<file path="config.mk">
export PLATFORM = sky130hd
export DESIGN_NAME = bus_activity_watchdog
export DESIGN_NICKNAME = d
export VERILOG_FILES = /design/src/include/bus_watchdog_pkg.sv /design/src/core/bus_activity_watchdog.sv
export SDC_FILE = /design/constraint.sdc
export NUM_CORES = 1
export LEC_CHECK = 0
export BUFFER_PORTS_ARGS = -buffer_cell sky130_fd_sc_hd__buf_2
export CORE_UTILIZATION = 53
export DETAILED_ROUTE_END_ITERATION = 8
export PLACE_DENSITY_LB_ADDON = 0.08
export SLEW_MARGIN = 20
export SYNTH_ARGS = -nofsm -noshare
export SYNTH_HDL_FRONTEND = slang
export SYNTH_SLANG_ARGS = --single-unit
</file>
<file path="constraint.sdc">
create_clock -name ref_clk_in -period 3.32 [get_ports ref_clk_in]
set_input_delay 0.166 -clock ref_clk_in [delete_from_list [all_inputs] [get_ports ref_clk_in]]
set_output_delay 0.166 -clock ref_clk_in [all_outputs]
set_load 0.01 [all_outputs]
</file>
<file path="src/include/bus_watchdog_pkg.sv">
/*
 * Package for the bus-activity watchdog: register layout, reset values,
 * period encodings and timing constants.
 * Assumes a 20 MHz core timebase.
 */
package bus_watchdog_pkg;

    localparam int unsigned CLK_HZ            = 20_000_000;
    localparam int unsigned FAN_COUNT         = 6;
    localparam int unsigned DUTY_W            = 8;

    // Register offset and field positions
    localparam logic [7:0]  GLOBAL_CONTROL_OFFSET = 8'h00;
    localparam int unsigned STATUS_BIT            = 0;
    localparam int unsigned PERIOD_LSB            = 1;
    localparam int unsigned PERIOD_MSB            = 2;

    // Period field encodings
    localparam logic [1:0]  PERIOD_OFF  = 2'h0;
    localparam logic [1:0]  PERIOD_5S   = 2'h1;
    localparam logic [1:0]  PERIOD_10S  = 2'h2;
    localparam logic [1:0]  PERIOD_30S  = 2'h3;

    localparam logic [1:0]  PERIOD_STRAP_LOW  = PERIOD_OFF;
    localparam logic [1:0]  PERIOD_STRAP_HIGH = PERIOD_30S;
    localparam logic        STATUS_RESET      = 1'b0;

    // Periods in seconds and their cycle counts
    localparam longint unsigned PERIOD_A_S = 5;
    localparam longint unsigned PERIOD_B_S = 10;
    localparam longint unsigned PERIOD_C_S = 30;
    localparam longint unsigned PERIOD_A_CYC = PERIOD_A_S * CLK_HZ;
    localparam longint unsigned PERIOD_B_CYC = PERIOD_B_S * CLK_HZ;
    localparam longint unsigned PERIOD_C_CYC = PERIOD_C_S * CLK_HZ;

    localparam int unsigned TIMER_W = 30;

    localparam logic [DUTY_W-1:0] FULL_DUTY = 8'hff;

    typedef logic [DUTY_W-1:0] duty_t;
    typedef duty_t [FAN_COUNT-1:0] fan_duty_t;

    typedef struct packed {
        logic        wr;
        logic [7:0]  addr;
        logic [7:0]  wdata;
    } reg_write_t;

    typedef enum logic [1:0] {
        WD_IDLE,
        WD_COUNTING,
        WD_EXPIRED
    } wd_state_t;

endpackage

</file>
<file path="src/core/bus_activity_watchdog.sv">
/*
 * Bus-activity watchdog: times the gap between valid host transactions,
 * forces all fan duty outputs to full on timeout and keeps the period
 * and sticky status fields of global_control.
 * Assumes the bus slave outside gives a one-cycle pulse per valid
 * transaction and a one-cycle register write strobe, and that the PWM
 * logic keeps its own duty values while the override is applied.
 */
`timescale 1ns/1ps

module bus_activity_watchdog
    import bus_watchdog_pkg::*;
#(
    parameter longint unsigned PERIOD_A_CYCLES = PERIOD_A_CYC,
    parameter longint unsigned PERIOD_B_CYCLES = PERIOD_B_CYC,
    parameter longint unsigned PERIOD_C_CYCLES = PERIOD_C_CYC
)
(
    input  wire logic       ref_clk_in,
    input  wire logic       rst_n_in,
    input  wire logic       clk_en_in,
    input  wire logic       watchdog_default_strap_pin_in,
    input  wire logic       bus_transaction_in,
    input  wire reg_write_t reg_write_in,
    input  wire fan_duty_t  duty_in,
    output logic [7:0]      global_control_out,
    output fan_duty_t       fan_drive_output_out,
    output logic            timeout_active_out
);

    logic [1:0]         period_reg;
    logic [1:0]         period_next;
    logic               status_reg;
    logic               status_next;
    logic               strap_done_reg;
    logic [TIMER_W-1:0] timer_reg;
    logic [TIMER_W-1:0] timer_next;
    wd_state_t          state_reg;
    wd_state_t          state_next;

    wire logic               ctrl_write;
    wire logic               status_clear;
    wire logic               enabled;
    wire logic [TIMER_W-1:0] limit;
    wire logic               expire;
    wire logic               forced;
    wire logic [1:0]         strap_period;
    wire logic               timer_at_limit;
    wire logic [TIMER_W-1:0] timer_inc;
    wire fan_duty_t          fan_drive_next;

    // Register decode
    assign ctrl_write   = reg_write_in.wr && (reg_write_in.addr == GLOBAL_CONTROL_OFFSET);
    assign status_clear = ctrl_write && !reg_write_in.wdata[STATUS_BIT];

    // Period selection
    assign enabled = (period_reg != PERIOD_OFF);
    assign limit   = (period_reg == PERIOD_5S)  ? TIMER_W'(PERIOD_A_CYCLES - 1) :
                     (period_reg == PERIOD_10S) ? TIMER_W'(PERIOD_B_CYCLES - 1) :
                                                  TIMER_W'(PERIOD_C_CYCLES - 1);
    // A period change other than to OFF while counting keeps the running count
    assign timer_at_limit = (timer_reg >= limit);
    assign timer_inc      = timer_reg + TIMER_W'(1);
    assign expire         = enabled && (state_reg == WD_COUNTING) && !bus_transaction_in
                            && timer_at_limit;

    // Strap is taken once, on the first enabled edge after reset
    assign strap_period = watchdog_default_strap_pin_in ? PERIOD_STRAP_HIGH
                                                        : PERIOD_STRAP_LOW;

    // Period field: strap first, software afterwards
    always_comb
    begin
        period_next = period_reg;
        if (!strap_done_reg)
        begin
            period_next = strap_period;
        end
        else if (ctrl_write)
        begin
            period_next = reg_write_in.wdata[PERIOD_MSB:PERIOD_LSB];
        end
    end

    // Sticky status, set wins over clear
    always_comb
    begin
        status_next = status_reg;
        if (status_clear)
        begin
            status_next = 1'b0;
        end
        if (expire)
        begin
            status_next = 1'b1;
        end
    end

    // Watchdog state and timer
    always_comb
    begin
        state_next = state_reg;
        timer_next = timer_reg;
        case (state_reg)
            WD_IDLE:
            begin
                timer_next = '0;
                if (enabled)
                begin
                    state_next = WD_COUNTING;
                end
            end
            WD_COUNTING:
            begin
                if (!enabled)
                begin
                    state_next = WD_IDLE;
                    timer_next = '0;
                end
                else if (bus_transaction_in)
                begin
                    timer_next = '0;
                end
                else if (expire)
                begin
                    state_next = WD_EXPIRED;
                    timer_next = '0;
                end
                else
                begin
                    timer_next = timer_inc;
                end
            end
            WD_EXPIRED:
            begin
                timer_next = '0;
                if (!enabled)
                begin
                    state_next = WD_IDLE;
                end
                else if (bus_transaction_in)
                begin
                    state_next = WD_COUNTING;
                end
            end
            default:
            begin
                state_next = WD_IDLE;
                timer_next = '0;
            end
        endcase
    end

    assign forced = (state_next == WD_EXPIRED);

    always_ff @(posedge ref_clk_in or negedge rst_n_in)
    begin
        if (!rst_n_in)
        begin
            period_reg     <= PERIOD_OFF;
            status_reg     <= STATUS_RESET;
            strap_done_reg <= 1'b0;
            timer_reg      <= '0;
            state_reg      <= WD_IDLE;
        end
        else if (clk_en_in)
        begin
            period_reg     <= period_next;
            status_reg     <= status_next;
            strap_done_reg <= 1'b1;
            timer_reg      <= timer_next;
            state_reg      <= state_next;
        end
    end

    // Registered outputs
    always_ff @(posedge ref_clk_in or negedge rst_n_in)
    begin
        if (!rst_n_in)
        begin
            global_control_out <= 8'h00;
            timeout_active_out <= 1'b0;
        end
        else if (clk_en_in)
        begin
            global_control_out <= {5'h00, period_next, status_next};
            timeout_active_out <= forced;
        end
    end

    // Per-fan override, live duty passes through otherwise
    genvar i;
    generate
        for (i = 0; i < FAN_COUNT; i++)
        begin : g_fan
            assign fan_drive_next[i] = forced ? FULL_DUTY : duty_in[i];
        end
    endgenerate

    // One flop bank for all channels, so the output has a single driver
    always_ff @(posedge ref_clk_in or negedge rst_n_in)
    begin
        if (!rst_n_in)
        begin
            fan_drive_output_out <= '0;
        end
        else if (clk_en_in)
        begin
            fan_drive_output_out <= fan_drive_next;
        end
    end

endmodule

</file>
# After elaboration in Yosys (flattened, before gate mapping)
# Cells that the tools add are included.
# totals
regBits,88
output_inout_bits,57
wordCells,54
# classes
add_sub_neg,1
n_lt_le_gt_ge,1
n_eq_ne,5
n_mux,24
reduce_logical,10
# ops
op,count
$mux W30,6
$mux W8,6
$add A30 B1 Y30 const B,1
$ge A30 B30 Y1,1
$mux W2,9
$logic_not A8 Y1,1
$eq A2 B2 Y1 const B,3
$pmux W2 S3,1
$logic_and A1 B1 Y1,5
$eq A2 B1 Y1 const B,2
$logic_not A1 Y1,2
$logic_not A2 Y1,1
$mux W1,2
$reduce_bool A2 Y1,1

# Depth between registers and ports, before layout
# Gate-level depths: netlist of run 1.
# depth
ltp_word,11
depth_mapped,11
depth_no_buf,10

# Least setup slack after synthesis of run 1
# No wires, ideal clock.
# synth_timing
path_kind,flip-flop to flip-flop
startpoint,register period_reg[0]
endpoint,register timeout_active_out
arrival_time_ns,2.798
setup_slack_ns,0.388
path_stages_with_launch,11
period_less_slack_ns,2.932
path_cell_list,dfrtp_1 > inv_1 > ha_1 > ha_1 > and4b_4 > a221o_1 > a21o_1 > or3_4 > o2111ai_4 > buf_6 > o21ai_2
# synth_via
elab_chain_cells,10
# synth_lines
item,line,text
start: declaration,bus_activity_watchdog.sv:31,logic [1:0] period_reg;
start signal: assignment,bus_activity_watchdog.sv:168,period_reg <= period_next;
$eq A2 B2 Y1,bus_activity_watchdog.sv:59,(period_reg == PERIOD_10S) ? TIMER_W'(PERIOD_B_CYCLES - 1) :
$mux W30,bus_activity_watchdog.sv:59,
$mux W30,bus_activity_watchdog.sv:58,assign limit = (period_reg == PERIOD_5S) ? TIMER_W'(PERIOD_A_CYCLES - 1) :
$ge A30 B30 Y1,bus_activity_watchdog.sv:62,assign timer_at_limit = (timer_reg >= limit);
$logic_and A1 B1 Y1,bus_activity_watchdog.sv:65,&& timer_at_limit;
$mux W2,bus_activity_watchdog.sv:124,else if (expire)
$mux W2,bus_activity_watchdog.sv:120,else if (bus_transaction_in)
$mux W2,bus_activity_watchdog.sv:115,if (!enabled)
$pmux W2 S3 *,bus_activity_watchdog.sv:104,case (state_reg)
$eq A2 B2 Y1 *,bus_activity_watchdog.sv:154,assign forced = (state_next == WD_EXPIRED);
end signal: assignment,bus_activity_watchdog.sv:187,timeout_active_out <= forced;
end: declaration,bus_activity_watchdog.sv:28,output logic timeout_active_out
# Every way passes the cells marked *; elsewhere a longest branch is shown, timed or not.
# A chain may end at the register's enable or synchronous reset.

# Final worst setup path of run 1
# layout_timing
startpoint,register period_reg[0]
endpoint,register timer_reg[19]
# layout_via
elab_chain_cells,9
# layout_lines
item,line,text
$eq A2 B2 Y1,bus_activity_watchdog.sv:59,
$mux W30,bus_activity_watchdog.sv:59,
$mux W30,bus_activity_watchdog.sv:58,
$ge A30 B30 Y1,bus_activity_watchdog.sv:62,
$logic_and A1 B1 Y1,bus_activity_watchdog.sv:65,
$mux W30,bus_activity_watchdog.sv:124,
$mux W30,bus_activity_watchdog.sv:120,
$mux W30 *,bus_activity_watchdog.sv:115,
$mux W30 *,bus_activity_watchdog.sv:104,
end signal: assignment,bus_activity_watchdog.sv:171,timer_reg <= timer_next;
end: declaration,bus_activity_watchdog.sv:36,logic [TIMER_W-1:0] timer_reg;
# Marked as above.

==> results.sh, run 1 <==
export IMPL_reg2reg_from="period_reg[0]"
export IMPL_cp_start_kind="register"
export IMPL_required_ps=3570
export IMPL_final_util_pct=65.9
export IMPL_yosys_warnings=0
export IMPL_largest_reg_flops=48
export IMPL_area_growth_pct=20.2
export IMPL_start_util_pct=54.8
export IMPL_h_tree_depth=3
export IMPL_peakVddDrop_v=0.000259
export IMPL_ios=127
export IMPL_synth_distinct_cells=53
export IMPL_layout_drive_gt1_share_pct=29.2
export IMPL_ys_ff_latch=85
export IMPL_r2r_cells=9
export IMPL_netlist_area_um2=4530
export IMPL_cts_repair_resized=0
export IMPL_grt_max_degree=69
export IMPL_grt_pass1_vias=3563
export IMPL_clkTransAtPathRegs_ps=90
export IMPL_tightest_slew_ps=1050
export IMPL_grt_pass1_wl_um=16700
export IMPL_power_switching_w=0.000592
export IMPL_finalHoldViolations=0
export IMPL_maxSlewHeadroom_pct=29.7
export IMPL_n_antenna_cell=0
export IMPL_rows=33
export IMPL_dieWidth_um=94.4
export IMPL_synth_area_leaders="dfrtp_1 47%, mux2i_1 11%, nand2_1 5.8%, ha_1 4.1%, o311ai_2 2.2%"
export IMPL_viasPerCell=5.60
export IMPL_fin_skew_ps=13.3
export IMPL_finalNetCount=632
export IMPL_drc=0
export IMPL_pwr_share_comb_pct=12.5
export IMPL_hold_depth=3
export IMPL_critPathArrivalTime_ps=3300
export IMPL_intPower_w=0.00176
export IMPL_cts_tree="done"
export IMPL_crit_path_max_fanout=14
export IMPL_hold_end="fan_drive_output_out[6]"
export IMPL_avgSynthCellArea_um2=10.5
export IMPL_gp_congestion=0.810
export IMPL_r2r_end="timer_reg[19]"
export IMPL_status="finished clean"
export IMPL_grt_ovfl_total=0
export IMPL_clkLatencyLatePin_ps=350
export IMPL_hold_buffers=1
export IMPL_total_power_w=0.00235
export IMPL_finalWirelength_um=10300
export IMPL_io_buffers=116
export IMPL_synth_edf_count=0
export IMPL_switching_share_pct=25.2
export IMPL_report_final_slew_viol_count=0
export IMPL_regArea_um2=2130
export IMPL_synthCells=433
export IMPL_min_path_type="in -> reg"
export IMPL_seq_area_frac_synth_pct=47.0
export IMPL_dpl_hpwl_um=7090
export IMPL_first_pass_iters=4
export IMPL_period_minus_slack_ps=3050
export IMPL_cts_buffers_inserted=9
export IMPL_hold_start="duty_in[6]"
export IMPL_drtIter0Drc=147
export IMPL_fmax_mhz=328
export IMPL_finalSetupViolations=0
export IMPL_timing_setup_tns_ps=0
export IMPL_multi_input_area_um2=2160
export IMPL_fin_crit_sh_pct=91.8
export IMPL_crit_type="reg -> reg"
export IMPL_core_area_um2=8260
export IMPL_cap_violations=0
export IMPL_cts_root_buf="clkbuf_8"
export IMPL_clkPwrFrac_pct=39.4
export IMPL_worst_hold_slack_ps=27.1
export IMPL_fillers=682
export IMPL_die_y_um=94.4
export IMPL_synth_main_ff_cell="dfrtp_1"
export IMPL_power_density_nw_per_um2=432
export IMPL_clock_sinks=85
export IMPL_rrSetupSlack_ps=270
export IMPL_antenna_found_initial=0
export IMPL_stdcell_area_um2=5440
export IMPL_die_area_um2=8920
export IMPL_setup_worst_path_end_class="register"
export IMPL_place_area_um2=5180
export IMPL_cts_setup_buffers=0
export IMPL_p_leak_nw=2.79
export IMPL_grt_usage_pct=24.0
export IMPL_synthArstFlopShare_pct=100
export IMPL_seq_power_share_pct=48.1
export IMPL_vias=3678
export IMPL_yosysTopAreaCellShare_pct=47.0
export IMPL_rsz0062_at_grt="no"
export IMPL_synth_top_area_cell="dfrtp_1"
export IMPL_antenna_left=0
export IMPL_clockBufferDepth=2
export IMPL_wl_per_cell_um=15.6
==> area by class of cell <==
cell class | count | share of cell area, %
well taps | 105 | 2.41
clock inverters | 6 | 2.16
clock buffers | 10 | 2.53
repair buffers | 131 | 13.1
flip-flops and latches | 85 | 39.1
multi-input cells | 306 | 39.7
inverters | 14 | 0.966
==> critical path, cell delays in order (launching register included) <==
cell and delay (ps):
dfrtp_1 390, inv_1 70, ha_1 310, ha_1 300
and4b_4 220, a221o_1 360, a21o_1 210, or4_4 620
buf_4 220, o31ai_1 250
==> per-layer routing <==
layer | vias up | part of all wire [%] | GRT usage, %
met5 | - | 0 | 0
met4 | 0 | 1.5 | 5.51
met3 | 12 | 5.4 | 7.09
met2 | 103 | 47 | 39.0
met1 | 1791 | 46 | 31.5
li1 | 1772 | - | -
==> cells by family (layout without fill, tap and decap cells) <==
group	after synthesis	count (layout)	synth area share [%]
flops	85	85	47.0
fa+ha+maj	15	15	4.15
buf+inv	46	161	5.56
xor+xnor	8	8	1.55
other cells	1	5	0.0828
simple gates	160	160	17.7
compound gates	65	65	12.2
mux	53	53	11.8
==> layout by cell type, fill, tap and decap left out, types with 5 or more instances in the layout <==
master and n:
a21oi_1 8, and3_1 9, buf_2 114, buf_4 15, clkbuf_8 10, conb_1 5
dfrtp_1 85, ha_1 15, inv_1 14, mux2i_1 51, nand2_1 70, nand3_1 19
nand4_1 12, nor2_1 16, nor3_1 5, nor4_1 6, o21ai_0 9, o2bb2ai_1 8
o311ai_2 6, o31ai_1 5, xor2_1 6
==> Yosys cell counts, types with 6 or more instances <==
cell,count
dfrtp_1,85
nand2_1,70
mux2i_1,51
nand3_1,19
nor2_1,16
ha_1,15
clkbuf_1,14
inv_1,14
nand4_1,12
and3_1,9
o21ai_0,9
a21oi_1,8
o2bb2ai_1,8
buf_6,7
buf_4,6
nor4_1,6
o311ai_2,6
xor2_1,6
==> power groups by stage <==
| stage | logic [W] | registers (W) | clock network (W) |
|---|---|---|---|
| floorplan | 0.000123 | 0.00118 | 0 |
| global placement | 0.000289 | 0.00115 | 0 |
| detailed placement | 0.000297 | 0.00115 | 0 |
| CTS | 0.000298 | 0.00113 | 0.000940 |
| global route | 0.000327 | 0.00114 | 0.000992 |
| finish | 0.000293 | 0.00113 | 0.000926 |
==> per-stage QoR <==
step | worst slack [ps] | std cells
floorplan | 388 | 437
global route | 134 | 657
finish | 271 | 657
detailed placement | 279 | 640
global placement | 323 | 640
CTS | 247 | 657
==> how the worst max path moves through the flow <==
stage                  start            endpoint  slack [ps]  depth (start not counted)
2_1_floorplan  period_reg[0]  timeout_active_out         390                         10
3_3_place_gp   period_reg[0]       timer_reg[27]         320                          9
3_5_place_dp   period_reg[0]       timer_reg[19]         280                          9
4_1_cts        period_reg[0]       timer_reg[19]         250                          9
5_1_grt        period_reg[0]       timer_reg[19]         130                          9
6_report       period_reg[0]       timer_reg[19]         270                          9
Note: power is estimated with default switching activity, not from simulation.
==> run 2, diff against run 1 <==
==> constraint.sdc (replaced) <==
create_clock -name ref_clk_in -period 2.9 [get_ports ref_clk_in]
set_input_delay 0.145 -clock ref_clk_in [delete_from_list [all_inputs] [get_ports ref_clk_in]]
set_output_delay 0.145 -clock ref_clk_in [all_outputs]
set_load 0.01 [all_outputs]
==> results.sh, run 2 (synthesized netlist as in run 1, its figures left out) <==
export IMPL_first_pass_iters=4
export IMPL_cp_common_cell="ha_4"
export IMPL_rsz0062_at_grt="yes"
export IMPL_vias=3870
export IMPL_grt_usage_pct=24.5
export IMPL_dieWidth_um=94.4
export IMPL_slowest_delay_ps=640
export IMPL_clock_sinks=85
export IMPL_slowest_stage="or4_4"
export IMPL_dpl_hpwl_um=7100
export IMPL_h_tree_depth=3
export IMPL_fmax_mhz=347
export IMPL_finalWirelength_um=11200
export IMPL_wl_per_cell_um=16.0
export IMPL_grt_pass1_vias=3681
export IMPL_crit_chain="buf_6 > ha_4 > inv_4 > ha_4 > and4b_4 > a221o_1 > a21o_1 > or4_4 > or3_1 > o21ai_1"
export IMPL_rows=33
export IMPL_antenna_left=0
export IMPL_drtIter0Drc=141
export IMPL_cp_start_kind="register"
export IMPL_dpl_worst_slack_ps=-74.8
export IMPL_gp_congestion=0.855
export IMPL_timing_setup_tns_ps=0
export IMPL_io_buffers=116
export IMPL_grt_ovfl_total=0
export IMPL_crit_path_max_fanout=7
export IMPL_required_ps=3190
export IMPL_fin_ws_ps=17.9
export IMPL_core_area_um2=8260
export IMPL_finalNetCount=676
export IMPL_ios=127
export IMPL_clkLatencyLatePin_ps=360
export IMPL_finalHoldViolations=0
export IMPL_period_minus_slack_ps=2880
export IMPL_grt_pass1_wl_um=17000
export IMPL_viasPerCell=5.52
export IMPL_p_leak_nw=3.03
export IMPL_dp_cells=649
export IMPL_cts_buffers_inserted=9
export IMPL_crit_type="reg -> reg"
export IMPL_largest_reg_flops=48
export IMPL_report_final_slew_viol_count=0
export IMPL_drc=0
export IMPL_cts_root_buf="clkbuf_8"
export IMPL_cap_violations=0
export IMPL_fin_crit_sh_pct=99.4
export IMPL_clockBufferDepth=2
export IMPL_power_density_nw_per_um2=408
export IMPL_finalSetupViolations=0
export IMPL_critPathArrivalTime_ps=3170
export IMPL_tightest_slew_ps=1030
export IMPL_worst_hold_slack_ps=4.33
export IMPL_final_common_cell="buf_2"
export IMPL_die_area_um2=8920
export IMPL_final_cell_mix="114 x buf_2, 84 x dfrtp_1, 70 x nand2_1, 51 x mux2i_1, 25 x buf_4"
export IMPL_total_power_w=0.00250
export IMPL_setup_worst_path_end_class="register"
export IMPL_fillers=600
export IMPL_die_y_um=94.4
export IMPL_maxSlewHeadroom_pct=31.2
export IMPL_n_antenna_cell=0
export IMPL_area_growth_pct=35.5
export IMPL_layout_drive_gt1_share_pct=35.4
export IMPL_stdcell_count=701
export IMPL_cts_tree="done"
export IMPL_min_path_type="in -> reg"
export IMPL_antenna_found_initial=0
export IMPL_start_util_pct=54.8
export IMPL_peakVddDrop_v=0.000335
export IMPL_grt_max_degree=86
export IMPL_status="finished clean"
export IMPL_clkTransAtPathRegs_ps=90
export IMPL_fin_skew_ps=8.09
## run 2: layout make-up
cell class	count	area [um^2]	area share (%)
clock buffer	11	151	2.47
clock inverter	5	42.5	0.694
multi-input combinational	306	2410	39.3
tap	105	131	2.14
timing repair buffer	175	1210	19.7
inverter	14	60.1	0.979
sequential	85	2130	34.7
## run 2: repair_timing
action                     CTS  global route
hold endpoints to repair    22            85
hold buffers                22             1
buffers inserted             3             8
resized for setup            7            42
cloned                       0             3
setup endpoints to repair   19            81
pin swaps                    2            19
## run 2: worst paths after layout
path	start	to	slack, ps	cells past startpoint
min	duty_in[10]	fan_drive_output_out[10]	4	3
min in group asynchronous	rst_n_in	timer_reg[20]	380	2
max	period_reg[0]	timer_reg[22]	20	10
max in group asynchronous	rst_n_in	period_reg[0]	1920	2
min reg2reg	fan_drive_output_out[25]	fan_drive_output_out[25]	500	2
max reg2reg	period_reg[0]	timer_reg[22]	20	10
## run 2: power by group
group | switching (W) | internal, W | leakage [nW]
Sequential | 0.0000405 | 0.00125 | 1.07
Clock | 0.000448 | 0.000367 | 0.0901
Combinational | 0.000200 | 0.000192 | 1.87
Total | 0.000689 | 0.00181 | 3.03
## run 2: critical path: cells and delay by family (launching register included)
kind            cells  cell delay, ps
flops               1             450
compound gates      3             600
simple gates        3            1220
fa+ha+maj           2             350
buf+inv             2             200
## run 2: layer usage
layer | part of all wire (%) | GRT usage [%] | up-vias
met1 | 44 | 32.1 | 1897
met2 | 50 | 40.3 | 86
met4 | 2.1 | 8.59 | 0
li1 | - | - | 1865
met3 | 4.2 | 4.99 | 22
met5 | 0 | 0 | -
## run 2: through the flow
| stage | utilization (%) | instance area [um^2] |
|---|---|---|
| global route | 74.3 | 6130 |
| global placement | 64.0 | 5280 |
| finish | 74.3 | 6130 |
| detailed placement | 64.0 | 5280 |
| floorplan | - | 4550 |
| CTS | 69.7 | 5750 |
==> run 3, diff against run 2 <==
--- a/config.mk
+++ b/config.mk
@@ -6,6 +6,7 @@
 export NUM_CORES = 1
 export LEC_CHECK = 0
 export BUFFER_PORTS_ARGS = -buffer_cell sky130_fd_sc_hd__buf_2
+export CORE_ASPECT_RATIO = 2
 export CORE_UTILIZATION = 53
 export DETAILED_ROUTE_END_ITERATION = 8
 export PLACE_DENSITY_LB_ADDON = 0.08
==> results.sh, run 3 (synthesized netlist as in run 1, its figures left out) <==
export IMPL_gp_congestion=0.842
export IMPL_grt_ovfl_total=0
export IMPL_fin_ws_ps=-34.6
export IMPL_wl_per_cell_um=17.9
export IMPL_viasPerCell=5.76
export IMPL_status="finished, violations left"
export IMPL_die_y_um=133
export IMPL_start_util_pct=54.6
export IMPL_finalSetupViolations=40
export IMPL_dpl_hpwl_um=8190
export IMPL_final_common_cell="buf_2"
export IMPL_largest_reg_flops=48
export IMPL_finalWirelength_um=12200
export IMPL_required_ps=3090
export IMPL_ios=127
export IMPL_antenna_found_initial=0
export IMPL_core_area_um2=8290
export IMPL_intPower_w=0.00207
export IMPL_setup_worst_path_end_class="register"
export IMPL_finalNetCount=661
export IMPL_grt_max_degree=50
export IMPL_dieWidth_um=67.4
export IMPL_fmax_mhz=341
export IMPL_switching_share_pct=26.2
export IMPL_r2r_end="state_reg[1]"
export IMPL_rows=47
export IMPL_multi_input_area_um2=2460
export IMPL_reg2reg_from="period_reg[0]"
export IMPL_clkTransAtPathRegs_ps=60
export IMPL_antenna_left=0
export IMPL_vias=3912
export IMPL_h_tree_depth=3
export IMPL_pwr_share_comb_pct=13.9
export IMPL_p_leak_nw=3.02
export IMPL_seq_power_share_pct=46.3
export IMPL_cts_root_buf="clkbuf_16"
export IMPL_area_growth_pct=34.9
export IMPL_report_final_slew_viol_count=0
export IMPL_min_path_type="in -> reg"
export IMPL_crit_end="state_reg[1]"
export IMPL_clockBufferDepth=2
export IMPL_power_switching_w=0.000735
export IMPL_dpl_worst_slack_ps=-147
export IMPL_maxSlewHeadroom_pct=46.5
export IMPL_crit_type="reg -> reg"
export IMPL_die_area_um2=8940
export IMPL_violations="negative setup slack"
export IMPL_final_util_pct=73.7
export IMPL_power_density_nw_per_um2=459
export IMPL_place_area_um2=5310
export IMPL_n_antenna_cell=0
export IMPL_grt_usage_pct=26.9
export IMPL_r2r_cells=11
export IMPL_fin_skew_ps=5.41
export IMPL_fin_crit_sh_pct=101
export IMPL_cts_tree="done"
export IMPL_drtIter0Drc=233
export IMPL_period_minus_slack_ps=2930
export IMPL_crit_start="period_reg[0]"
export IMPL_cap_violations=0
export IMPL_io_buffers=116
export IMPL_rsz0062_at_grt="yes"
export IMPL_crit_path_max_fanout=8
export IMPL_clock_sinks=85
export IMPL_grt_pass1_wl_um=18100
export IMPL_cp_start_kind="register"
export IMPL_critPathArrivalTime_ps=3130
export IMPL_first_pass_iters=6
export IMPL_fillers=607
export IMPL_stdcell_area_um2=6110
export IMPL_final_cell_mix="114 x buf_2, 85 x dfrtp_1, 52 x nand2_1, 51 x mux2i_1, 31 x buf_4"
export IMPL_clkPwrFrac_pct=39.8
export IMPL_drc=0
export IMPL_regArea_um2=2130
export IMPL_rrSetupSlack_ps=-30
export IMPL_finalHoldViolations=0
export IMPL_grt_pass1_vias=3892
export IMPL_cts_buffers_inserted=9
export IMPL_tightest_slew_ps=796
export IMPL_layout_drive_gt1_share_pct=39.8
export IMPL_clkLatencyLatePin_ps=330
export IMPL_peakVddDrop_v=0.000454
## run 3: cell count changes in the layout (fill, tap and decap cells not counted), sizes merged
cell	delta
buf	+6
inv	-1
dlygate4sd3	-22
clkbuf	+2
## run 3: power groups by stage
stage	registers (W)	clock network, W	logic, W
after global placement	0.00131	0	0.000345
after floorplan	0.00135	0	0.000143
final	0.00130	0.00111	0.000390
after global routing	0.00130	0.00118	0.000424
after CTS	0.00130	0.00113	0.000366
after detailed placement	0.00131	0	0.000356
## run 3: how the worst min path moves through the flow
stage                           start                        to  slack (ps)  cells past startpoint
after floorplan              rst_n_in   fan_drive_output_out[0]        -150                      0
after detailed placement     rst_n_in             timer_reg[17]         130                      1
after CTS                 duty_in[31]  fan_drive_output_out[31]          20                      3
final                     duty_in[20]  fan_drive_output_out[20]          30                      3
after global routing      duty_in[23]  fan_drive_output_out[23]          30                      3
after global placement       rst_n_in             timer_reg[17]         130                      1
## run 3: critical path: stages, from the launching register on
cell and delay [ps]:
dfrtp_1 430, inv_2 100, ha_4 290, ha_4 200
and4b_4 190, a221o_1 360, a21o_1 210, or3_4 410
o2111ai_4 240, buf_12 190, buf_12 140, o21ai_2 50
## run 3: per-layer routing
metal  up-vias  GRT usage (%)  part of all wire, %
li1       1828              -                    -
met1      1921           29.8                   37
met2       131           47.3                   56
met3        32           4.31                  4.3
met4         0           13.5                  3.4
met5         -              0                    0
## run 3: through the flow
stage | TNS (ps) | power (W) | cells | hold WS [ps]
finish | -707 | 0.00280 | 679 | 31.4
global route | -5450 | 0.00291 | 679 | 30.9
CTS | 0 | 0.00279 | 672 | 20.7
detailed placement | -4740 | 0.00167 | 649 | 130
global placement | -294 | 0.00166 | 649 | 125
floorplan | 0 | 0.00149 | 437 | -151
## run 3: what timing repair did
action	in CTS	in global routing
setup buffers	6	1
endpoints found under the setup margin	70	71
hold buffers	1	0
cloned	0	6
hold endpoints to repair	33	0
pin swaps	7	17
gates resized for setup	17	48
## run 3: cell type report
class	instances	area share, %
clock buffer	12	4.20
tap	98	2.01
inverter	14	0.901
multi-input combinational	306	40.3
sequential	85	34.8
timing repair buffer	160	17.2
clock inverter	4	0.512
